### config.mk
export PLATFORM = sky130hd
export DESIGN_NAME = tcl_top
export DESIGN_NICKNAME = d
export VERILOG_FILES = /design/src/logic/tcl_pkg.sv /design/src/logic/tcl_window.sv /design/src/logic/tcl_top.sv
export VERILOG_INCLUDE_DIRS = /design/src /design/src/logic
export SDC_FILE = /design/constraint.sdc
export NUM_CORES = 1
export LEC_CHECK = 0
export ABC_AREA = 1
export BUFFER_PORTS_ARGS = -buffer_cell sky130_fd_sc_hd__buf_2
export CAP_MARGIN = 20
export CORE_UTILIZATION = 32
export CTS_CLUSTER_DIAMETER = 40
export DETAILED_ROUTE_END_ITERATION = 7
export PLACE_DENSITY = 0.47
export SYNTH_ARGS = -nofsm -noshare
export SYNTH_HDL_FRONTEND = slang
export SYNTH_SLANG_ARGS = --single-unit
export TNS_END_PERCENT = 5
### constraint.sdc
create_clock -name I_CLK -period 2.1 [get_ports I_CLK]
set_input_delay 0.21 -clock I_CLK [delete_from_list [all_inputs] [get_ports I_CLK]]
set_output_delay 0.21 -clock I_CLK [all_outputs]
set_load 0.02 [all_outputs]
### src/logic/tcl_regs.svh
`ifndef TCL_REGS_SVH
`define TCL_REGS_SVH

// Termination setting codes
`define TCL_TERM_OFF      2'h0
`define TCL_TERM_QUARTER  2'h1
`define TCL_TERM_HALF     2'h2
// Latency and burst field widths
`define TCL_LAT_W         5
`define TCL_BURST_W       4
// Read command encoding on {ras_n, cas_n, we_n}
`define TCL_CMD_READ      3'h5
// Window counter width
`define TCL_CNT_W         6
// Strobe preamble length in half cycles
`define TCL_PREAMBLE_HALF 1

`endif

### src/logic/tcl_pkg.sv
package tcl_pkg;
  `include "tcl_regs.svh"

  // Command bus sample
  typedef struct packed {
    logic cs_n;
    logic ras_n;
    logic cas_n;
    logic we_n;
  } tcl_cmd_type;

  // Mode settings
  typedef struct packed {
    logic [`TCL_LAT_W-1:0]   read_latency;
    logic [`TCL_BURST_W-1:0] burst_length;
    logic [1:0]              term_sel;
    logic                    dual_load;
    logic                    low_power_termination;
  } tcl_mode_type;

  // Termination enables per pin group
  typedef struct packed {
    logic addr;
    logic ctrl;
    logic cke;
    logic read_strobe;
    logic write_strobe;
    logic data;
    logic data_mask_lines;
  } tcl_term_type;

  // Window states
  typedef enum logic [2:0] {
    TCL_IDLE  = 3'b001,
    TCL_DELAY = 3'b010,
    TCL_OFF   = 3'b100
  } tcl_state_type;
endpackage

### src/logic/tcl_window.sv
`timescale 1ns/1ps
`include "tcl_regs.svh"
// Delay-then-hold window timer for one read
module tcl_window
  import tcl_pkg::*;
(
  input  wire logic                  i_clk,
  input  wire logic                  i_rst_b,
  input  wire logic                  i_start,
  input  wire logic [`TCL_CNT_W-1:0] i_delay,
  input  wire logic [`TCL_CNT_W-1:0] i_hold,
  output logic                       o_off
);
  tcl_state_type         state_reg;
  tcl_state_type         state_next;
  logic [`TCL_CNT_W-1:0] cnt_reg;
  logic [`TCL_CNT_W-1:0] cnt_next;
  wire                   delay_zero = (i_delay == '0);

  // New read restarts the window, cutting short any delay or switch-off already running
  always_comb begin
    state_next = state_reg;
    cnt_next   = cnt_reg;
    if (i_start) begin
      state_next = delay_zero ? TCL_OFF : TCL_DELAY;
      cnt_next   = delay_zero ? i_hold - 6'h01 : i_delay - 6'h01;
    end else begin
      unique case (state_reg)
        TCL_IDLE: ;
        TCL_DELAY: begin
          if (cnt_reg == '0) begin
            state_next = TCL_OFF;
            cnt_next   = i_hold - 6'h01;
          end else begin
            cnt_next = cnt_reg - 6'h01;
          end
        end
        TCL_OFF: begin
          if (cnt_reg == '0) begin
            state_next = TCL_IDLE;
          end else begin
            cnt_next = cnt_reg - 6'h01;
          end
        end
        default: state_next = TCL_IDLE;
      endcase
    end
  end

  always_ff @(posedge i_clk) begin
    if (!i_rst_b) begin
      state_reg <= TCL_IDLE;
      cnt_reg   <= '0;
    end else begin
      state_reg <= state_next;
      cnt_reg   <= cnt_next;
    end
  end

  assign o_off = (state_reg == TCL_OFF);
endmodule

### src/logic/tcl_top.sv
`timescale 1ns/1ps
`include "tcl_regs.svh"
// Overview of operation
// RL1: With dual-load data termination, any read on the bus switches data termination off.
// RL2: Switch-off starts read_latency-1 clocks after the read and lasts burst_length+2 clocks.
// RL3: Reads to either rank are snooped, so both ranks drop data termination.
// RL4: Outside low-power mode, address, command and clock-enable pins stay terminated regardless of snooping.
// RL5: A single mode bit turns low-power termination off (0) or on (1).
// RL6: Low-power mode takes effect only with the quarter or half reference setting.
// RL7: Low-power mode turns off address, command strobes, chip select and clock-enable termination.
// RL8: Low-power mode keeps write strobes programmed, and disables read strobe, data and mask.
// RL9: Without low-power mode, strobes, data and mask use the programmed impedance.
// RL10: The controller lowers the clock rate while low-power mode is in use; the bench controller model and clock keep one fixed rate.
// RL11: The read strobe is driven high half a cycle before its first falling edge; the preamble is only produced when read_latency is 2.
// RL12: Data termination offers exactly quarter and half of the reference resistor.
// RL13: Latency and burst come live from the mode settings, following reprogramming.
module tcl_top
  import tcl_pkg::*;
(
  // Clock and reset
  input  wire logic        I_CLK,
  input  wire logic        I_RST_B,
  // Command bus pins
  input  wire logic        I_CS_N,
  input  wire logic        I_RAS_N,
  input  wire logic        I_CAS_N,
  input  wire logic        I_WE_N,
  // Mode settings
  input  wire logic [4:0]  I_READ_LATENCY,
  input  wire logic [3:0]  I_BURST_LENGTH,
  input  wire logic [1:0]  I_TERM_SEL,
  input  wire logic        I_DUAL_LOAD,
  input  wire logic        I_LOW_POWER_TERMINATION,
  // Termination enables
  output logic             O_TERM_ADDR,
  output logic             O_TERM_CTRL,
  output logic             O_TERM_CKE,
  output logic             O_TERM_READ_STROBE,
  output logic             O_TERM_WRITE_STROBE,
  output logic             O_TERM_DATA,
  output logic             O_TERM_DATA_MASK_LINES,
  output logic [1:0]       O_TERM_IMPEDANCE,
  // Read strobe preamble
  output logic             O_READ_STROBE_PREAMBLE
);
  tcl_cmd_type  cmd_meta_reg;
  tcl_cmd_type  cmd_sync_reg;
  tcl_mode_type mode_meta_reg;
  tcl_mode_type mode_sync_reg;
  tcl_term_type term_reg;
  tcl_term_type term_next;
  logic [1:0]   imp_reg;
  logic         pre_reg;

  // Pins cross in through two flops; the first one feeds only the second
  always_ff @(posedge I_CLK) begin
    if (!I_RST_B) begin
      cmd_meta_reg  <= 4'hf;
      cmd_sync_reg  <= 4'hf;
      mode_meta_reg <= '0;
      mode_sync_reg <= '0;
    end else begin
      cmd_meta_reg  <= '{I_CS_N, I_RAS_N, I_CAS_N, I_WE_N};
      cmd_sync_reg  <= cmd_meta_reg;
      mode_meta_reg <= '{I_READ_LATENCY, I_BURST_LENGTH, I_TERM_SEL, I_DUAL_LOAD,
                         I_LOW_POWER_TERMINATION};
      mode_sync_reg <= mode_meta_reg;
    end
  end

  // Read decode ignores chip select so both ranks see every read
  wire is_read = ({cmd_sync_reg.ras_n, cmd_sync_reg.cas_n, cmd_sync_reg.we_n}
                  == `TCL_CMD_READ); // RL1 RL3

  // Only quarter and half settings are legal impedances
  wire term_legal = (mode_sync_reg.term_sel == `TCL_TERM_QUARTER) ||
                    (mode_sync_reg.term_sel == `TCL_TERM_HALF); // RL12

  // Low-power mode is refused with any other setting
  wire lpt_on = mode_sync_reg.low_power_termination & term_legal; // RL5 RL6

  // Window limits from live mode settings; latency 0 treated as no delay
  wire [5:0] win_delay = (mode_sync_reg.read_latency == 5'h00) ? 6'h00 :
                         {1'b0, mode_sync_reg.read_latency} - 6'h01; // RL2 RL13
  wire [5:0] win_hold  = {2'b00, mode_sync_reg.burst_length} + 6'h02; // RL2 RL13
  wire       snoop     = is_read & mode_sync_reg.dual_load; // RL1
  wire       win_off;

  tcl_window u_window (
    .i_clk   (I_CLK),
    .i_rst_b (I_RST_B),
    .i_start (snoop),
    .i_delay (win_delay),
    .i_hold  (win_hold),
    .o_off   (win_off)
  );

  // Preamble: strobe driven one cycle ahead of data window, giving a half-cycle
  // high level before the first falling edge at the pad
  wire snoop_pre = is_read & (mode_sync_reg.read_latency == 5'h02); // RL11

  // Pin group enables; non-data pins ignore snooping
  wire dq_on = term_legal & ~lpt_on & ~win_off; // RL8 RL9
  always_comb begin
    term_next.addr            = ~lpt_on; // RL4 RL7
    term_next.ctrl            = ~lpt_on; // RL7
    term_next.cke             = ~lpt_on; // RL7
    term_next.read_strobe     = term_legal & ~lpt_on; // RL8 RL9
    term_next.write_strobe    = term_legal; // RL8
    term_next.data            = dq_on; // RL1
    term_next.data_mask_lines = dq_on; // RL8
  end

  // Registered outputs; enables come up on after reset for safety
  always_ff @(posedge I_CLK) begin
    if (!I_RST_B) begin
      term_reg <= 7'h7f;
      imp_reg  <= `TCL_TERM_OFF;
      pre_reg  <= 1'b0;
    end else begin
      term_reg <= term_next;
      imp_reg  <= term_legal ? mode_sync_reg.term_sel : `TCL_TERM_OFF; // RL9
      pre_reg  <= snoop_pre; // RL11
    end
  end

  assign O_TERM_ADDR            = term_reg.addr;
  assign O_TERM_CTRL            = term_reg.ctrl;
  assign O_TERM_CKE             = term_reg.cke;
  assign O_TERM_READ_STROBE     = term_reg.read_strobe;
  assign O_TERM_WRITE_STROBE    = term_reg.write_strobe;
  assign O_TERM_DATA            = term_reg.data;
  assign O_TERM_DATA_MASK_LINES = term_reg.data_mask_lines;
  assign O_TERM_IMPEDANCE       = imp_reg;
  assign O_READ_STROBE_PREAMBLE = pre_reg;
endmodule

==> summary.md, run 1 <==
| Metric | Value |
|---|---|
| Largest net degree at the start of global routing | `23` |
| Core ar. | `6390 um^2` |
| Worst skew pair latency | `290 ps` |
| CP top delay family | `simple AND/OR/NAND/NOR gates` |
| Initial DRT Pass Iterations | `5` |
| Via density | `just over 4` |
| Worst hold endpoint | `mode_meta_reg[0]$_SDFF_PN0_` |
| Most common cell in the netlist | `nand2_1` |
| CTS tree | `built` |
| DRC Markers | `0` |
| # diodes | `0` |
| CP Data Arrival Time | `about 2000 ps` |
| Hold_sp | `I_LOW_POWER_TERMINATION` |
| Flop pwr share | `55.1%` |
| Wire length of the first global-routing pass | `roughly 6600 um` |
| Pins Over Slew Limit | `0` |
| Combinational share of power | `between 10% and 20%` |
| # IOs | `29` |
| CP Max Fanout | `7` |
| Syn_nets | `around 310` |
| Non-filler cells, final | `roughly 390` |
| Clock Pin Slew Worst Setup and Hold Paths | `about 90 ps` |
| Slew @ Worst Pin | `about 370 ps` |
| Reg-to-reg critical path endpoint | `u_window.cnt_reg[5]$_SDFFE_PN0P_` |
| Crit path top cell by count | `inv_1` |
| Fillers | `685` |
| Die Y | `around 84 um` |
| Critical path's largest stage delay | `330 ps` |
| Area contributors post-synth | `dfxtp_1, nand2_1, inv_1` |
| CP Depth | `16` |
| Inst Count DP | `378` |
| Post-route ant nets | `0` |
| Antenna violations before repair | `0` |
| Setup crit end kind | `flop` |
| Buf+Inv Stages, Crit Path | `6` |
| Hold path depth | `3` |
| Slew HR | `approximately 75%` |
| Worst setup path class | `reg2reg` |
| Fin Setup TNS | `0 ps` |
| Post-synth top area share | `~45%` |
| Syn. warnings | `0` |
| CP Cell Sequence | `inv_1, ha_1, inv_1, nor2_2, nand2_4, inv_1, nor2_1, inv_1, ha_1, inv_1, a21oi_4, nand3_4, nand2_2, inv_2, nand2_1, a21oi_2` |
| EDFF count, synth | `0` |
| R2R cell count | `16` |
| Synth Instances | `between 200 and 300` |
| Port Buf Inserts | `27` |
| RSZ-0062 raised after global routing | `no` |
| #FFs+latches synth | `48` |
| Post-synthesis async set-or-reset flop share | `0%` |
| Initial Util | `between 30 and 40%` |
| Pwr/cell area | `between 700 and 800 nW/um^2` |
| Hold WC Path Type | `in2reg` |
| Sequential share of the synthesized area | `between 40 and 50%` |
| Average wire per standard cell | `9.57 um` |
| DIE AREA | `7010 um^2` |
| Critical R2R Launch | `mode_sync_reg[9]$_SDFF_PN0_` |
| Final hold violations | `0` |
| Max Clock Freq | `between 500 and 600 MHz` |
| Vias in the first global route | `between 1000 and 1500` |
| Die width | `between 80 and 90 um` |
| Lkg Pwr | `~1.4 nW` |
| Tot GR Track Use | `a little under an eighth` |
| Top_reg_cell synth | `dfxtp_1` |
| Final nets | `roughly 330` |
| Fraction of layout cells with a size suffix above 1 | `between 20% and 30%` |
| Gr ovfl total | `0` |
| Tmin final | `1870 ps` |
| Synthesis-to-finish area growth | `14.2%` |
| Sw Ratio | `between 20% and 30%` |
| Critical path's slowest cell | `dfxtp_2` |
| Min Hold Slack | `91.1 ps` |
| Max_cap viols | `0` |
| WP data required | `~2300 ps` |
| Int Power | `around 0.0013 W` |
| Leading area contributor after synthesis | `dfxtp_1` |
| Total CTS buffers | `5` |
| Cell area after synthesis | `around 2100 um^2` |
| Final wirelength | `3690 um` |
| Final WS setup | `between 200 and 250 ps` |
| Setup slack, reg-to-reg | `about 230 ps` |
| Cell variety after synth | `29` |
| Maximum VDD drop | `0.000355 V` |
| Net Switching | `0.000455 W` |
| CP startpoint kind | `flop` |
| Gpl congestion | `roughly 0.72` |
| Detailed placer's ending HPWL | `about 2700 um` |
| Htree depth | `2` |
| Tcrit/Tclk final | `89.1%` |
| Sink Count | `48` |
| Status | `complete, no violations` |
| Synth cell count leaders | `nand2_1, inv_1, dfxtp_1` |
| Beginning of the critical path | `mode_sync_reg[9]$_SDFF_PN0_` |
| Core Util, Final | `a little under two fifths` |
| CTS Root Cell | `clkbuf_8` |
| Clock Power Share | `31.6%` |
| Row cnt | `29` |
| Syn avg cell area | `about 7.7 um^2` |
| Final setup vio count | `0` |
| Initial DRC Count | `just under 70` |
| Max clock buf depth | `2` |
| Worst slack, placed | `roughly 180 ps` |
| Clock Skew | `3.67 ps` |
| Vias | `about 1600` |
[stage by stage]
step	cell area [um^2]	total power [W]
after floorplan	2140	0.00116
after global placement	2350	0.00123
after detailed placement	2350	0.00123
after CTS	2440	0.00179
after global routing	2440	0.00186
final	2440	0.00176
[worst max path at each step]
stage,to,slack (ps)
3_3_place_gp,u_window.cnt_reg[5]$_SDFFE_PN0P_,170
4_1_cts,u_window.cnt_reg[5]$_SDFFE_PN0P_,160
5_1_grt,u_window.cnt_reg[1]$_SDFFE_PN0P_,2
6_report,u_window.cnt_reg[5]$_SDFFE_PN0P_,230
2_1_floorplan,u_window.cnt_reg[5]$_SDFFE_PN0P_,250
3_5_place_dp,u_window.cnt_reg[5]$_SDFFE_PN0P_,180
[kinds of logic after synthesis]
logic type,share of synthesized area (%)
compound gates,5.85
fa+ha+maj,4.10
flops,45.0
simple gates,29.7
xor+xnor,2.87
buf+inv,12.5
[worst reg2reg max path, stage by stage, from the launching register on]
cell     delay, ps
dfxtp_2        330
inv_1           70
ha_1           140
inv_1           40
nor2_2         110
nand2_4         90
inv_1           60
nor2_1          40
inv_1           50
ha_1           150
inv_1           60
a21oi_4        220
nand3_4        130
nand2_2        100
inv_2           40
nand2_1         80
a21oi_2         50
[power by group through the flow]
stage / Sequential (W) / Clock, W / Combinational, W
after floorplan: 0.000994 / 0 / 0.000171
after global placement: 0.000989 / 0 / 0.000236
after detailed placement: 0.000990 / 0 / 0.000236
after CTS: 0.000969 / 0.000582 / 0.000237
after global routing: 0.000974 / 0.000621 / 0.000269
final: 0.000968 / 0.000556 / 0.000234
[cell usage in the layout, fill, tap and decap left out, types with 2 or more instances in the layout]
cell type	netlist	layout
or2_2	7	7
nor2_4	2	2
xnor2_1	5	5
a21oi_1	6	6
nand3_4	2	2
nand2_2	2	3
xor2_1	2	2
nand3_1	18	18
clkbuf_8	0	6
ha_1	7	7
nand3_2	3	3
o21a_1	2	2
inv_1	57	57
o21ai_0	10	10
nand4_1	6	6
buf_2	0	27
inv_2	2	2
nand2_1	69	68
dfxtp_1	48	47
nor2_1	13	13
nor3_1	2	2
buf_4	4	3
[layer usage]
layer	global-route usage [%]	wire (um)
met1	15.7	1960
met2	18.3	1570
met3	2.97	111
met4	4.62	37
met5	0	0
[area by class of cell]
class                           instances  area [um^2]  area share (%)
Clock inverter                          1         8.76           0.359
Sequential cell                        48          962            39.4
Clock buffer                            6         82.6            3.38
Timing Repair Buffer                   30          158            6.46
Multi-Input combinational cell        164          912            37.4
Tap cell                               77         96.3            3.95
Inverter                               59          221            9.07
[repair_timing]
| action | in CTS | in global routing |
|---|---|---|
| gates resized for setup | 0 | 2 |
| setup buffers | 0 | 0 |
| endpoints found under the setup margin | 0 | 3 |
| hold endpoints to repair | 0 | 0 |
| hold buffers | 0 | 0 |
Note: power is estimated with default switching activity, not from simulation.
==> run 2: changes to the inputs <==
--- a/config.mk
+++ b/config.mk
@@ -9,10 +9,12 @@
 export ABC_AREA = 1
 export BUFFER_PORTS_ARGS = -buffer_cell sky130_fd_sc_hd__buf_2
 export CAP_MARGIN = 20
+export CELL_PAD_IN_SITES_DETAIL_PLACEMENT = 1
+export CELL_PAD_IN_SITES_GLOBAL_PLACEMENT = 1
 export CORE_UTILIZATION = 32
 export CTS_CLUSTER_DIAMETER = 40
 export DETAILED_ROUTE_END_ITERATION = 7
-export PLACE_DENSITY = 0.47
+export PLACE_DENSITY = 0.61
 export SYNTH_ARGS = -nofsm -noshare
 export SYNTH_HDL_FRONTEND = slang
 export SYNTH_SLANG_ARGS = --single-unit
==> run 2 against run 1 <==
  * Clock skew increased by 1.9 ps
  * Combinational power increased by 8%
  * Final cell count increased by 1.3%
  * Hold slack got worse by 7.1 ps
  * Sequential share of layout area decreased by 0.91 points
  * Flip-flop and latch count unchanged
  * Die area unchanged
  * Critical endpoint is now u_window.cnt_reg[2]$_SDFFE_PN0P_
  * Largest cell class unchanged
==> summary.md, run 2 (synthesis gave the netlist of run 1 again) <==
| Metric | Value |
|---|---|
| Tmin final | `1910 ps (was 1870 ps)` |
| Sink Count | `48 (unchanged)` |
| Core ar. | `6390 um^2 (unchanged)` |
| Clock Power Share | `36.3% (was 31.6%)` |
| Final nets | `338 (was 334)` |
| Worst setup path class | `reg2reg (unchanged)` |
| CP Data Arrival Time | `2100 ps (was 2060 ps)` |
| Uppermost routed layer | `met4 (unchanged)` |
| Clock Pin Slew Worst Setup and Hold Paths | `100 ps (was 90 ps)` |
| Initial Util | `33.5% (unchanged)` |
| Vias | `1700 (was 1584)` |
| Worst skew pair latency | `300 ps (was 290 ps)` |
| Die width | `83.7 um (unchanged)` |
| Lkg Pwr | `1.42 nW (was 1.38 nW)` |
| Min Hold Slack | `84.0 ps (was 91.1 ps)` |
| CP Max Fanout | `6 (was 7)` |
| Sw Ratio | `26.0% (was 25.9%)` |
| Core Util, Final | `39.1% (was 38.2%)` |
| Net Switching | `0.000499 W (was 0.000455 W)` |
| Average wire per standard cell | `10.4 um (was 9.57 um)` |
| Die Y | `83.7 um (unchanged)` |
| CTS Root Cell | `clkbuf_8 (unchanged)` |
| Final setup vio count | `0 (unchanged)` |
| Wire length of the first global-routing pass | `7300 um (was 6570 um)` |
| Most frequent cells in the layout | `nand2_1, inv_1, dfxtp_1 (unchanged)` |
| Hold WC Path Type | `in2reg (unchanged)` |
| CP startpoint kind | `flop (unchanged)` |
| Status | `complete, no violations (unchanged)` |
| Initial DRT Pass Iterations | `4 (was 5)` |
| Pwr/cell area | `767 nW/um^2 (was 720 nW/um^2)` |
| WP data required | `2290 ps (about the same)` |
| Detailed placer's ending HPWL | `3230 um (was 2690 um)` |
| Area of the multi-input gates | `912 um^2 (unchanged)` |
| Final hold violations | `0 (unchanged)` |
| WL met3 | `106 um (was 111 um)` |
| Largest net degree at the start of global routing | `18 (was 23)` |
| Synthesis-to-finish area growth | `16.9% (was 14.2%)` |
| # diodes | `0 (unchanged)` |
| Vias in the first global route | `1657 (was 1494)` |
| Setup slack, reg-to-reg | `190 ps (was 230 ps)` |
| Tot GR Track Use | `12.9% (was 11.8%)` |
| Via density | `4.36 (was 4.11)` |
| Htree depth | `2 (unchanged)` |
| Total CTS buffers | `5 (unchanged)` |
| Row cnt | `29 (unchanged)` |
| Gpl congestion | `0.740 (was 0.723)` |
| DIE AREA | `7010 um^2 (unchanged)` |
| Met1 WL | `2080 um (was 1960 um)` |
| Post-route ant nets | `0 (unchanged)` |
| Commonest non-fill, non-tap cell in the layout | `nand2_1 (unchanged)` |
| # IOs | `29 (unchanged)` |
| Sequential Area | `962 um^2 (unchanged)` |
| Setup crit end kind | `flop (unchanged)` |
| Clock Skew | `5.56 ps (was 3.67 ps)` |
| Fillers | `821 (was 685)` |
| Antenna violations before repair | `0 (unchanged)` |
| Pins Over Slew Limit | `0 (unchanged)` |
| Fraction of layout cells with a size suffix above 1 | `21.7% (was 20.5%)` |
| WL met2 | `1830 um (was 1570 um)` |
| DRC Markers | `0 (unchanged)` |
| CTS tree | `built (unchanged)` |
| Tcrit/Tclk final | `90.8% (was 89.1%)` |
| Slew @ Worst Pin | `319 ps (was 368 ps)` |
| Max clock buf depth | `2 (unchanged)` |
| Final wirelength | `4070 um (was 3690 um)` |
| Maximum VDD drop | `0.000356 V (was 0.000355 V)` |
| Combinational share of power | `13.1% (was 13.3%)` |
| Port Buf Inserts | `27 (unchanged)` |
| Gr ovfl total | `0 (unchanged)` |
| Int Power | `0.00142 W (was 0.00130 W)` |
| Slew HR | `78.7% (was 75.5%)` |
| Initial DRC Count | `57 (was 68)` |
| Flop pwr share | `50.6% (was 55.1%)` |
| Max Clock Freq | `524 MHz (was 534 MHz)` |
| Max_cap viols | `0 (unchanged)` |
## run 2: final timing paths
kind                          startpoint                          endpoint  depth (start not counted)
max          mode_sync_reg[8]$_SDFF_PN0_  u_window.cnt_reg[2]$_SDFFE_PN0P_                         15
min                        I_TERM_SEL[1]       mode_meta_reg[3]$_SDFF_PN0_                          3
max reg2reg  mode_sync_reg[8]$_SDFF_PN0_  u_window.cnt_reg[2]$_SDFFE_PN0P_                         15
min reg2reg  mode_sync_reg[0]$_SDFF_PN0_             O_TERM_CKE$_SDFF_PN1_                          1
## run 2: critical path, cell delays in order (launching register included)
cell,delay (ps)
dfxtp_1,340
inv_1,60
ha_1,190
inv_1,60
nor2_2,40
nand2_4,70
inv_1,40
nor2_1,110
inv_1,60
ha_1,210
inv_1,100
a21oi_4,60
buf_4,140
o21a_1,160
o21ai_0,60
a21oi_1,80
## run 2: cell type report
class,instances,area share (%)
flip-flops and latches,48,38.5
multi-input cells,164,36.5
inverters,59,8.86
repair buffers,34,7.51
well taps,77,3.86
clock buffers,5,2.75
clock inverters,3,2.00
## run 2: through the flow
step | cells | total power (W) | setup WS [ps] | TNS, ps | area [um^2]
after floorplan | 279 | 0.00116 | 253 | 0 | 2140
after global placement | 380 | 0.00123 | 209 | 0 | 2360
after detailed placement | 380 | 0.00124 | 146 | 0 | 2360
after CTS | 388 | 0.00195 | 131 | 0 | 2480
after global routing | 390 | 0.00203 | -5.65 | -5.65 | 2500
final | 390 | 0.00192 | 193 | 0 | 2500
## run 2: metal layers
layer	vias up	global-route usage, %
met2	24	20.9
met4	0	4.62
li1	905	-
met1	766	17.0
met3	5	2.37
met5	-	0
## run 2: power groups by stage
stage	clock network, W	logic, W	registers (W)
global placement	0	0.000243	0.000989
CTS	0.000731	0.000249	0.000970
floorplan	0	0.000171	0.000994
detailed placement	0	0.000249	0.000991
finish	0.000696	0.000252	0.000969
global route	0.000759	0.000292	0.000975
## run 2: timing repair
action	CTS	global route
buffers inserted	0	2
hold buffers	0	0
gates resized for setup	0	2
setup endpoints to repair	0	2
